==> src/rtl/ptpbc_regs.vh <==
// Register map, field positions, reset values and constants of the pattern block
`ifndef PTPBC_REGS_VH
`define PTPBC_REGS_VH

`define PTPBC_ADDR_BLACKCAL 8'h80
`define PTPBC_ADDR_GENCFG 8'h81
`define PTPBC_ADDR_FAIL_STATUS 8'h88
`define PTPBC_ADDR_MODE_CTRL 8'h90
`define PTPBC_ADDR_LANE01_LOW 8'h92
`define PTPBC_ADDR_LANE23_LOW 8'h93
`define PTPBC_ADDR_LANE45_LOW 8'h94
`define PTPBC_ADDR_LANE67_LOW 8'h95
`define PTPBC_ADDR_PATTERN_HIGH 8'h96

`define PTPBC_RST_BLACKCAL 16'h4008
`define PTPBC_RST_GENCFG 16'h0001
`define PTPBC_RST_MODE_CTRL 16'h0000
`define PTPBC_RST_LANE01_LOW 16'h0100
`define PTPBC_RST_LANE23_LOW 16'h0302
`define PTPBC_RST_LANE45_LOW 16'h0504
`define PTPBC_RST_LANE67_LOW 16'h0706
`define PTPBC_RST_PATTERN_HIGH 16'h0000
`define PTPBC_RST_FAIL_STATUS 16'h0000

`define PTPBC_BIT_PATTERN_EN 0
`define PTPBC_BIT_RAMP_EN 1
`define PTPBC_BIT_PRBS_EN 2
`define PTPBC_BIT_FRAMED 3
`define PTPBC_BIT_REF_BCAL_EN 15
`define PTPBC_FLD_SAMPLES_LSB 8
`define PTPBC_FLD_SAMPLES_W 3
`define PTPBC_HIGH_FLD_W 2
`define PTPBC_LOW_FLD_W 8

`define PTPBC_PRBS_W 15
`define PTPBC_PRBS_SEED 15'h7FFF

`endif

==> src/rtl/ptpbc_top.v <==
// Test-pattern insertion and black-calibration status for the output datapaths
`timescale 1ns/1ps
`include "ptpbc_regs.vh"

// What this block does
// - Bit 15 set enables black calibration on reference lines; clear disables it.
// - Per-channel read-only failure bit set when too few black samples seen.
// - Bit 0 set replaces pixel data with the programmed test pattern.
// - Bit 1 set makes pattern values increment per word; clear keeps them constant.
// - Bit 2 set places a pseudo-random sequence on the datapaths.
// - Bit 3 set keeps normal framing for test data; clear emits it unframed.
// - Each lane has its own pattern; low bytes paired, even lane low byte.
// - Low pattern bytes reset to lane index; mode control resets to zero.
// - Upper pattern bits are 2-bit fields packed from bit 0 upward.
// - Required black samples equal two to the power of the 3-bit exponent.
module ptpbc_top #(
  parameter LANES = 8,
  parameter PW = 10,
  parameter CHANS = 16,
  parameter CW = 8
) (
  input wire i_clk,
  input wire i_resetn,
  input wire [7:0] i_reg_addr,
  input wire [15:0] i_reg_wdata,
  input wire i_reg_wr,
  input wire i_reg_rd,
  output reg [15:0] o_reg_rdata,
  output reg o_reg_rvalid,
  input wire [LANES*PW-1:0] i_in_data,
  input wire i_in_line,
  input wire i_in_valid,
  output wire o_in_ready,
  output wire [LANES*PW-1:0] o_out_data,
  output wire o_out_line,
  output wire o_out_valid,
  input wire i_out_ready,
  input wire [CHANS-1:0] i_blk_sample,
  input wire i_blk_start,
  input wire i_blk_end,
  output reg [CHANS-1:0] o_blk_invalid,
  output reg o_ref_bcal_en
);
  localparam DW = LANES * PW + 1;

  reg [15:0] blackcal;
  reg [15:0] gencfg;
  reg [15:0] mode_ctrl;
  reg [15:0] pat_low [0:3];
  reg [15:0] pat_high;
  reg [PW-1:0] ramp;
  reg [`PTPBC_PRBS_W-1:0] prbs;

  wire pat_en = mode_ctrl[`PTPBC_BIT_PATTERN_EN];
  wire ramp_en = mode_ctrl[`PTPBC_BIT_RAMP_EN];
  wire prbs_en = mode_ctrl[`PTPBC_BIT_PRBS_EN];
  wire framed = mode_ctrl[`PTPBC_BIT_FRAMED];
  wire test_on = pat_en | prbs_en;
  wire [`PTPBC_FLD_SAMPLES_W-1:0] samp_exp =
    blackcal[`PTPBC_FLD_SAMPLES_LSB +: `PTPBC_FLD_SAMPLES_W];

  // Unframed test data flows every cycle the buffer can take it
  wire gen_valid = (test_on & ~framed) ? 1'b1 : i_in_valid;
  wire gen_line = (test_on & ~framed) ? 1'b0 : i_in_line;
  wire buf_ready;
  wire gen_fire = gen_valid & buf_ready;
  wire [LANES*PW-1:0] pat_data;
  reg [LANES*PW-1:0] gen_data;

  assign o_in_ready = buf_ready;

  genvar l;
  generate
    for (l = 0; l < LANES; l = l + 1) begin : g_lane
      wire [`PTPBC_LOW_FLD_W-1:0] low_byte =
        pat_low[l / 2][(l % 2) * `PTPBC_LOW_FLD_W +: `PTPBC_LOW_FLD_W];
      wire [`PTPBC_HIGH_FLD_W-1:0] high_bits =
        pat_high[l * `PTPBC_HIGH_FLD_W +: `PTPBC_HIGH_FLD_W];
      wire [PW-1:0] base = {high_bits, low_byte};
      assign pat_data[l * PW +: PW] = base + (ramp_en ? ramp : {PW{1'b0}});
    end
  endgenerate

  always @* begin
    if (prbs_en) begin
      gen_data = {LANES{prbs[PW-1:0]}};
    end else if (pat_en) begin
      gen_data = pat_data;
    end else begin
      gen_data = i_in_data;
    end
  end

  ptpbc_buf #(
    .W(DW)
  ) u_buf (
    .i_clk(i_clk),
    .i_resetn(i_resetn),
    .i_data({gen_line, gen_data}),
    .i_valid(gen_valid),
    .o_ready(buf_ready),
    .o_data({o_out_line, o_out_data}),
    .o_valid(o_out_valid),
    .i_ready(i_out_ready)
  );

  // Ramp and sequence advance only on accepted words, so a stall repeats nothing
  always @(posedge i_clk or negedge i_resetn) begin
    if (!i_resetn) begin
      ramp <= {PW{1'b0}};
      prbs <= `PTPBC_PRBS_SEED;
    end else begin
      if (!pat_en) begin
        ramp <= {PW{1'b0}};
      end else if (gen_fire && ramp_en) begin
        ramp <= ramp + 1'b1;
      end
      // Every lane carries the same low bits of the sequence
      if (gen_fire && prbs_en) begin
        prbs <= {prbs[`PTPBC_PRBS_W-2:0], prbs[14] ^ prbs[13]};
      end
    end
  end

  always @(posedge i_clk or negedge i_resetn) begin
    if (!i_resetn) begin
      blackcal <= `PTPBC_RST_BLACKCAL;
      gencfg <= `PTPBC_RST_GENCFG;
      mode_ctrl <= `PTPBC_RST_MODE_CTRL;
      pat_low[0] <= `PTPBC_RST_LANE01_LOW;
      pat_low[1] <= `PTPBC_RST_LANE23_LOW;
      pat_low[2] <= `PTPBC_RST_LANE45_LOW;
      pat_low[3] <= `PTPBC_RST_LANE67_LOW;
      pat_high <= `PTPBC_RST_PATTERN_HIGH;
    end else if (i_reg_wr) begin
      // Status word and unmapped addresses ignore writes
      case (i_reg_addr)
        `PTPBC_ADDR_BLACKCAL: blackcal <= i_reg_wdata;
        `PTPBC_ADDR_GENCFG: gencfg <= i_reg_wdata;
        `PTPBC_ADDR_MODE_CTRL: mode_ctrl <= i_reg_wdata;
        `PTPBC_ADDR_LANE01_LOW: pat_low[0] <= i_reg_wdata;
        `PTPBC_ADDR_LANE23_LOW: pat_low[1] <= i_reg_wdata;
        `PTPBC_ADDR_LANE45_LOW: pat_low[2] <= i_reg_wdata;
        `PTPBC_ADDR_LANE67_LOW: pat_low[3] <= i_reg_wdata;
        `PTPBC_ADDR_PATTERN_HIGH: pat_high <= i_reg_wdata;
        default: ;
      endcase
    end
  end

  always @(posedge i_clk or negedge i_resetn) begin
    if (!i_resetn) begin
      o_ref_bcal_en <= 1'b0;
    end else begin
      o_ref_bcal_en <= gencfg[`PTPBC_BIT_REF_BCAL_EN];
    end
  end

  // Required sample count; exponent 7 gives 128, which fits the counter width
  wire [CW-1:0] need = {{(CW-1){1'b0}}, 1'b1} << samp_exp;

  wire [CHANS-1:0] fail_now;

  genvar c;
  generate
    for (c = 0; c < CHANS; c = c + 1) begin : g_chan
      reg [CW-1:0] cnt;
      always @(posedge i_clk or negedge i_resetn) begin
        if (!i_resetn) begin
          cnt <= {CW{1'b0}};
        end else begin
          if (i_blk_start) begin
            cnt <= {CW{1'b0}};
          end else if (i_blk_sample[c] && cnt != {CW{1'b1}}) begin
            cnt <= cnt + 1'b1;
          end
        end
      end
      // Judged on the count before the end edge, so a same-cycle start is harmless
      assign fail_now[c] = (cnt < need);
    end
  endgenerate

  // Flags are not sticky: each window end overwrites the last verdict
  always @(posedge i_clk or negedge i_resetn) begin
    if (!i_resetn) begin
      o_blk_invalid <= {CHANS{1'b0}};
    end else if (i_blk_end) begin
      o_blk_invalid <= fail_now;
    end
  end

  // Channels not built read back as zero
  reg [15:0] status_word;
  always @* begin
    status_word = 16'h0000;
    status_word[CHANS-1:0] = o_blk_invalid;
  end

  always @(posedge i_clk or negedge i_resetn) begin
    if (!i_resetn) begin
      o_reg_rdata <= 16'h0000;
      o_reg_rvalid <= 1'b0;
    end else begin
      o_reg_rvalid <= i_reg_rd;
      if (i_reg_rd) begin
        case (i_reg_addr)
          `PTPBC_ADDR_BLACKCAL: o_reg_rdata <= blackcal;
          `PTPBC_ADDR_GENCFG: o_reg_rdata <= gencfg;
          `PTPBC_ADDR_FAIL_STATUS: o_reg_rdata <= status_word;
          `PTPBC_ADDR_MODE_CTRL: o_reg_rdata <= mode_ctrl;
          `PTPBC_ADDR_LANE01_LOW: o_reg_rdata <= pat_low[0];
          `PTPBC_ADDR_LANE23_LOW: o_reg_rdata <= pat_low[1];
          `PTPBC_ADDR_LANE45_LOW: o_reg_rdata <= pat_low[2];
          `PTPBC_ADDR_LANE67_LOW: o_reg_rdata <= pat_low[3];
          `PTPBC_ADDR_PATTERN_HIGH: o_reg_rdata <= pat_high;
          default: o_reg_rdata <= 16'h0000;
        endcase
      end
    end
  end
endmodule // ptpbc_top

==> src/rtl/ptpbc_buf.v <==
// Two-entry skid buffer with registered valid, ready and data
`timescale 1ns/1ps
module ptpbc_buf #(
  parameter W = 81
) (
  input wire i_clk,
  input wire i_resetn,
  input wire [W-1:0] i_data,
  input wire i_valid,
  output reg o_ready,
  output reg [W-1:0] o_data,
  output reg o_valid,
  input wire i_ready
);
  reg [W-1:0] skid;
  reg skid_valid;
  reg next_skid_valid;
  wire in_fire = i_valid & o_ready;
  wire head_free = ~o_valid | i_ready;

  always @* begin
    if (head_free) begin
      next_skid_valid = skid_valid & in_fire;
    end else begin
      next_skid_valid = skid_valid | in_fire;
    end
  end

  always @(posedge i_clk or negedge i_resetn) begin
    if (!i_resetn) begin
      skid <= {W{1'b0}};
      skid_valid <= 1'b0;
      o_data <= {W{1'b0}};
      o_valid <= 1'b0;
      o_ready <= 1'b0;
    end else begin
      skid_valid <= next_skid_valid;
      // Ready is registered, so it depends only on whether the skid slot stays empty
      o_ready <= ~next_skid_valid;
      if (head_free) begin
        if (skid_valid) begin
          o_data <= skid;
          o_valid <= 1'b1;
          if (in_fire) begin
            skid <= i_data;
          end
        end else begin
          o_data <= i_data;
          o_valid <= in_fire;
        end
      end else if (in_fire) begin
        skid <= i_data;
      end
    end
  end
endmodule // ptpbc_buf

==> config.mk <==
export PLATFORM = sky130hd
export DESIGN_NAME = ptpbc_top
export DESIGN_NICKNAME = d
export VERILOG_FILES = /design/src/rtl/ptpbc_top.v /design/src/rtl/ptpbc_buf.v
export VERILOG_INCLUDE_DIRS = /design/src /design/src/rtl
export SDC_FILE = /design/constraint.sdc
export NUM_CORES = 1
export LEC_CHECK = 0
export BUFFER_PORTS_ARGS = -buffer_cell sky130_fd_sc_hd__clkbuf_2
export CORE_MARGIN = 1.5
export CORE_UTILIZATION = 45
export CTS_CLUSTER_DIAMETER = 100
export DETAILED_ROUTE_END_ITERATION = 16
export GPL_ROUTABILITY_DRIVEN = 0
export PLACE_DENSITY_LB_ADDON = 0.15
export SLEW_MARGIN = 40
export SYNTH_ARGS = -nofsm -noshare
export SYNTH_HDL_FRONTEND = slang
export SYNTH_SLANG_ARGS = --single-unit
==> constraint.sdc <==
create_clock -name i_clk -period 3.15 [get_ports i_clk]
set_input_delay 0.63 -clock i_clk [delete_from_list [all_inputs] [get_ports i_clk]]
set_output_delay 0.63 -clock i_clk [all_outputs]
set_load 0.01 [all_outputs]
==> results.md, run 1 <==
* Slowest cell on crit path: dfrtp_1
* Commonest non-fill, non-tap cells in the layout: dfrtp_1, nor2_1, nand2_1
* Root Driver: clkbuf_16
* Synth warnings at 0
* Final wirelength at 96400 µm
* Sink Count at 480
* DRC at 0
* Vias in the first global route at 24.5k
* Final instance area at 33500 µm²
* Commonest non-fill, non-tap cell in the layout: dfrtp_1
* Fraction of layout cells with a size suffix above 1 at 0.201
* # Max-Cap Violations at 0
* Placeable core area at 63000 µm²
* Initial DRC count at 2444
* Syn avg cell area at 9.52 µm²
* Power Density at 614 nW/µm²
* Worst-path clk slew at 0.06 ns
* Worst slew pin tran at 0.804 ns
* # IOs at 246
* Cts bufs inserted at 56
* Area delta synth->final at 16.8%
* Total negative slack at 0 ns
* Crit path capture type: register
* Peak supply drop at 0.402 mV
* DR vias/cell at 6.06
* Failing checks: negative hold slack
* TritonCTS clock tree: yes
* Antenna violations before repair at 7
* Worst hold path class: input pin to async pin
* Site Rows at 92
* Tcrit/Tclk final at 0.979
* Critical path peak fanout at 46
* CP peak stage delay at 0.40 ns
* DR WL/cell at 23.3 µm
* Die area at 65200 µm²
* Die Width at 255 µm
* Placement Setup Slack at -0.0552 ns
* Critical path cell sequence: buf_12 -> and2_4 -> ha_1 -> ha_1 -> a21oi_1 -> nor3_1 -> o22ai_1 -> buf_4 -> o21ai_1 -> xor2_1 -> a211oi_1 -> buf_4 -> o22ai_1
* Yosys cell types at 88
* Layout Skew at 0.0349 ns
* Final Critical Period at 3.08 ns
* Type of the worst setup path: register to register
* Max Buffers Root-to-Sink at 3
* H-tree depth at 2
* Setup Fix Bufs, Post-CTS at 0
* Final number of max-transition violations at 0
* Final ANT Viol Nets at 0
* Die height at 255 µm
* Cell count after synthesis at 3008
* Pin count of the biggest net entering global routing at 129
* Fin util at 0.531
* Grt ovf at 0
* Syn nets at 3322
* Static Leak at 15.3 nW
* Area post-placement at 31200 µm²
* # diodes at 0
* Pre-Repair DR Iteration Count at 6
* Final setup vio count at 0
* EDFF count, synth at 0
* Fmax achieved at 324 MHz
* Final worst slack at 0.0674 ns
* First-pass GRT wire length at 147000 µm
* Worst hold slack at -0.00617 ns
* Post-Synthesis Cell Area at 28600 µm²
* Worst-skew pair later-pin latency at 0.64 ns
* Layout Nets at 3550
* DP HPWL at 69700 µm
* Endpoints failing hold at 1
* Status: finished, violations left
* Most common flop cell mapped by yosys: dfrtp_1
* I/O Buffers at 245
* Post-synth ARST share at 1.00
* Crit start category: register
* Slew HR at 0.464
* Crit path DAT at 3.59 ns
* Seq cells post-synth at 480
* Seq/Total Area, Yosys at 0.421
* Vias at 25.0k
* GRT Util Overall at 0.295
* RSZ-0062 raised after global routing: no
* Crit path required time at 3.65 ns
* Initial Utilization at 0.455
sequential cells by signal, indices dropped and copies added (netlist names):
signal,count
u_buf.o_ready,1
o_reg_rdata,16
u_buf.o_valid,1
pat_high,16
gencfg,16
mode_ctrl,16
ramp,10
g_lane.base,64
o_ref_bcal_en,1
u_buf.o_data,81
o_blk_invalid,16
o_reg_rvalid,1
u_buf.skid,81
g_chan.cnt,128
blackcal,16
prbs,15
u_buf.skid_valid,1
critical path: cells and delay by family, from the launching register on:
kind | cells | cell delay (ns)
DFF | 1 | 0.40
AOI/OAI and AO/OA | 5 | 0.87
adders and majority gates | 2 | 0.44
xor gates and xnor gates | 1 | 0.12
and+or+nand+nor | 2 | 0.49
buffers and inverters | 3 | 0.62
kinds of logic (layout without fill, tap and decap cells):
family | Yosys count | after routing | share of synthesized area
adder cells (fa/ha/maj) | 188 | 188 | 0.0819
AO/OA/AOI/OAI | 824 | 824 | 0.185
buffers and inverters | 233 | 508 | 0.0324
AND/OR/NAND/NOR | 911 | 911 | 0.150
multiplexers | 210 | 210 | 0.0807
flip-flops | 480 | 480 | 0.421
XOR/XNOR | 162 | 162 | 0.0495
final timing paths:
kind	startpoint	to	slack (ns)	cells past startpoint
setup / recovery	mode_ctrl[1]	u_buf.o_data[26]	0.07	13
hold / removal	i_resetn	u_buf.o_data[41]	-0.006	1
setup reg to reg	mode_ctrl[1]	u_buf.o_data[26]	0.07	13
hold reg to reg	gencfg[15]	o_ref_bcal_en	0.43	0
max in group asynchronous	i_resetn	g_chan[1].cnt[1]	2.21	3
min in group i_clk	i_in_data[28]	u_buf.skid[28]	0.33	3
what timing repair did:
action	4_1_cts	5_1_grt
hold buffers	0	0
resized for setup	1	19
endpoints found under the hold margin	0	0
endpoints found under the setup margin	1	36
pin swaps	0	1
Yosys cell counts (55+ instances only):
cell type / instances / area share
nand2_1: 256 / 0.034
o21ai_0: 217 / 0.038
clkbuf_1: 147 / 0.019
a21oi_1: 188 / 0.033
dfrtp_1: 450 / 0.39
o21a_1: 55 / 0.014
ha_1: 185 / 0.081
mux2_2: 117 / 0.046
xnor2_1: 76 / 0.023
nand3_1: 86 / 0.015
xor2_1: 86 / 0.026
nor2_1: 285 / 0.037
where the power goes:
group	internal, W	switching [W]
clock	0.00461	0.00282
combinational	0.00186	0.00291
sequential	0.00739	0.000945
total	0.0139	0.00667
metal layers:
metal  share of wire  vias up  global-route usage  routed length, µm
met3           0.076      235              0.0523               7300
li1                -    11400                   -                  -
met1            0.43    12300               0.403              41500
met2            0.45     1026               0.459              43100
met5         0.00095        -                   0                 92
met4           0.046       14               0.127               4390
stage by stage:
step	instances	power (W)
2_1_floorplan	3008	0.0110
3_3_place_gp	4023	0.0130
3_5_place_dp	4024	0.0132
4_1_cts	4129	0.0206
5_1_grt	4129	0.0216
6_report	4129	0.0205
cell type report:
| class | count | area (µm²) |
|---|---|---|
| fillers | 5750 | 29500 |
| multi-input cells | 2295 | 15800 |
| flip-flops and latches | 480 | 12100 |
| repair buffers | 357 | 2260 |
| clock buffers | 74 | 1610 |
| well taps | 846 | 1060 |
| clock inverters | 31 | 515 |
| inverters | 46 | 173 |
(Power assumes the default switching activity.)
==> run 2: changes to the inputs <==
--- a/config.mk
+++ b/config.mk
@@ -9,6 +9,7 @@
 export BUFFER_PORTS_ARGS = -buffer_cell sky130_fd_sc_hd__clkbuf_2
 export CORE_MARGIN = 1.5
 export CORE_UTILIZATION = 45
+export CTS_BUF_LIST = sky130_fd_sc_hd__clkbuf_4
 export CTS_CLUSTER_DIAMETER = 100
 export DETAILED_ROUTE_END_ITERATION = 16
 export GPL_ROUTABILITY_DRIVEN = 0
==> results.md, run 2 (synthesis gave the netlist of run 1 again) <==
* Status: finished clean
* Layout Skew at 0.0793 ns
* Final setup vio count at 0
* Tcrit/Tclk final at 0.984
* Fmax achieved at 323 MHz
* DR vias/cell at 5.95
* DR WL/cell at 22.6 µm
* Slew HR at 0.456
* Sink Count at 480
* Max FFs per register at 128
* First-pass GRT wire length at 149000 µm
* Vias in the first global route at 25.2k
* Crit path required time at 4.08 ns
* Die Width at 255 µm
* Fraction of layout cells with a size suffix above 1 at 0.222
* Crit path DAT at 4.03 ns
* Layout Nets at 3686
* Worst hold path class: input pin to register
* Die height at 255 µm
* Setup Fix Bufs, Post-CTS at 0
* Type of the worst setup path: register to register
* R2R Setup Slk at 0.05 ns
* Worst hold slack at 0.0952 ns
* # IOs at 246
* Initial DRC count at 2474
* Final Critical Period at 3.10 ns
* I/O Buffers at 245
* Most flop-heavy register: g_chan.cnt
* Final ANT Viol Nets at 0
* Power Total at 0.0192 W
* Die area at 65200 µm²
* Static Leak at 15.5 nW
* Area delta synth->final at 17.4%
* Grt ovf at 0
* Peak supply drop at 0.393 mV
* Vias at 25.8k
* Commonest non-fill, non-tap cells in the layout: dfrtp_1, nor2_1, nand2_1
* Commonest non-fill, non-tap cell in the layout: dfrtp_1
* Worst-path clk slew at 0.06 ns
* Initial Utilization at 0.455
* Placeable core area at 63000 µm²
* # Max-Cap Violations at 0
* Worst slew pin tran at 0.816 ns
* TritonCTS clock tree: yes
* P_int at 0.0124 W
* Fin util at 0.534
* Site Rows at 92
* Comb power frac at 0.251
* Final wirelength at 97800 µm
* Final number of max-transition violations at 0
* Sequential share of power at 0.435
* Max Buffers Root-to-Sink at 3
* Pre-Repair DR Iteration Count at 8
* Placed Cells at 4024
* Crit path capture type: register
* Antenna violations before repair at 4
* Net Sw Frac at 0.352
* Root Driver: clkbuf_4
* DRC at 0
* Clk network pwr share at 0.314
* H-tree depth at 4
* GRT Util Overall at 0.301
* Final Non-Filler Cells at 4331
* Crit start category: register
* Critical path peak fanout at 23
* Cts bufs inserted at 138
* Pin count of the biggest net entering global routing at 129
* Largest registers: g_chan.cnt (128), u_buf.o_data (81), u_buf.skid (81)
* Worst-skew pair later-pin latency at 1.03 ns
* Power Density at 571 nW/µm²
* Total negative slack at 0 ns
* Psw at 0.00676 W
* Endpoints failing hold at 0
* DP HPWL at 69700 µm
## run 2: worst paths after layout
path	start	end	cells past startpoint
worst min register to register	gencfg[15]	o_ref_bcal_en	0
worst min-delay path	i_in_data[9]	u_buf.o_data[9]	3
worst max-delay path	mode_ctrl[1]	u_buf.o_data[67]	10
worst max register to register	mode_ctrl[1]	u_buf.o_data[67]	10
max in group asynchronous	i_resetn	g_chan[1].cnt[2]	4
min in group asynchronous	i_resetn	u_buf.o_data[41]	2
## run 2: stage by stage
step / setup WS [ns] / cell area [µm²]
after detailed placement: -0.0552 / 31200
after global routing: -0.00230 / 33600
after floorplan: 0.0207 / 28700
after global placement: 0.0517 / 31200
final: 0.0497 / 33600
after CTS: 0.0362 / 33600
## run 2: timing repair
action                                  4_1_cts  5_1_grt
pin swaps                                     0        1
gates resized for setup                       1        8
hold endpoints to repair                    249        0
gates cloned                                  0        1
endpoints found under the setup margin        1       30
hold buffers                                 53        0
## run 2: cell type report
cell class / instances / area (µm²)
flip-flops and latches: 480 / 12100
inverters: 46 / 173
clock buffers: 203 / 1520
multi-input cells: 2295 / 15700
repair buffers: 411 / 2810
fillers: 5791 / 29300
clock inverters: 44 / 259
diodes: 6 / 15.0
well taps: 846 / 1060
## run 2: worst max-delay path: stages, from the launching register on
cell and delay [ns]:
dfrtp_2 0.46, buf_12 0.18, and2_2 0.26, ha_1 0.37, a211o_1 0.38, a2111oi_2 0.42
o31ai_1 0.15, a311oi_2 0.40, buf_4 0.18, nor3_1 0.04, o21ai_1 0.16
## run 2: layer usage
layer	track usage	up-vias	part of all wire
met5	0	-	0.00031
met4	0.151	4	0.043
met3	0.0634	243	0.080
met2	0.461	1210	0.45
met1	0.404	12500	0.43
li1	-	11800	-
## run 2: power groups by stage
stage	logic, W	registers [W]	clock network [W]
3_3_place_gp	0.00464	0.00839	0
4_1_cts	0.00482	0.00832	0.00619
3_5_place_dp	0.00475	0.00842	0
6_report	0.00483	0.00834	0.00603
2_1_floorplan	0.00267	0.00832	0
5_1_grt	0.00536	0.00847	0.00653
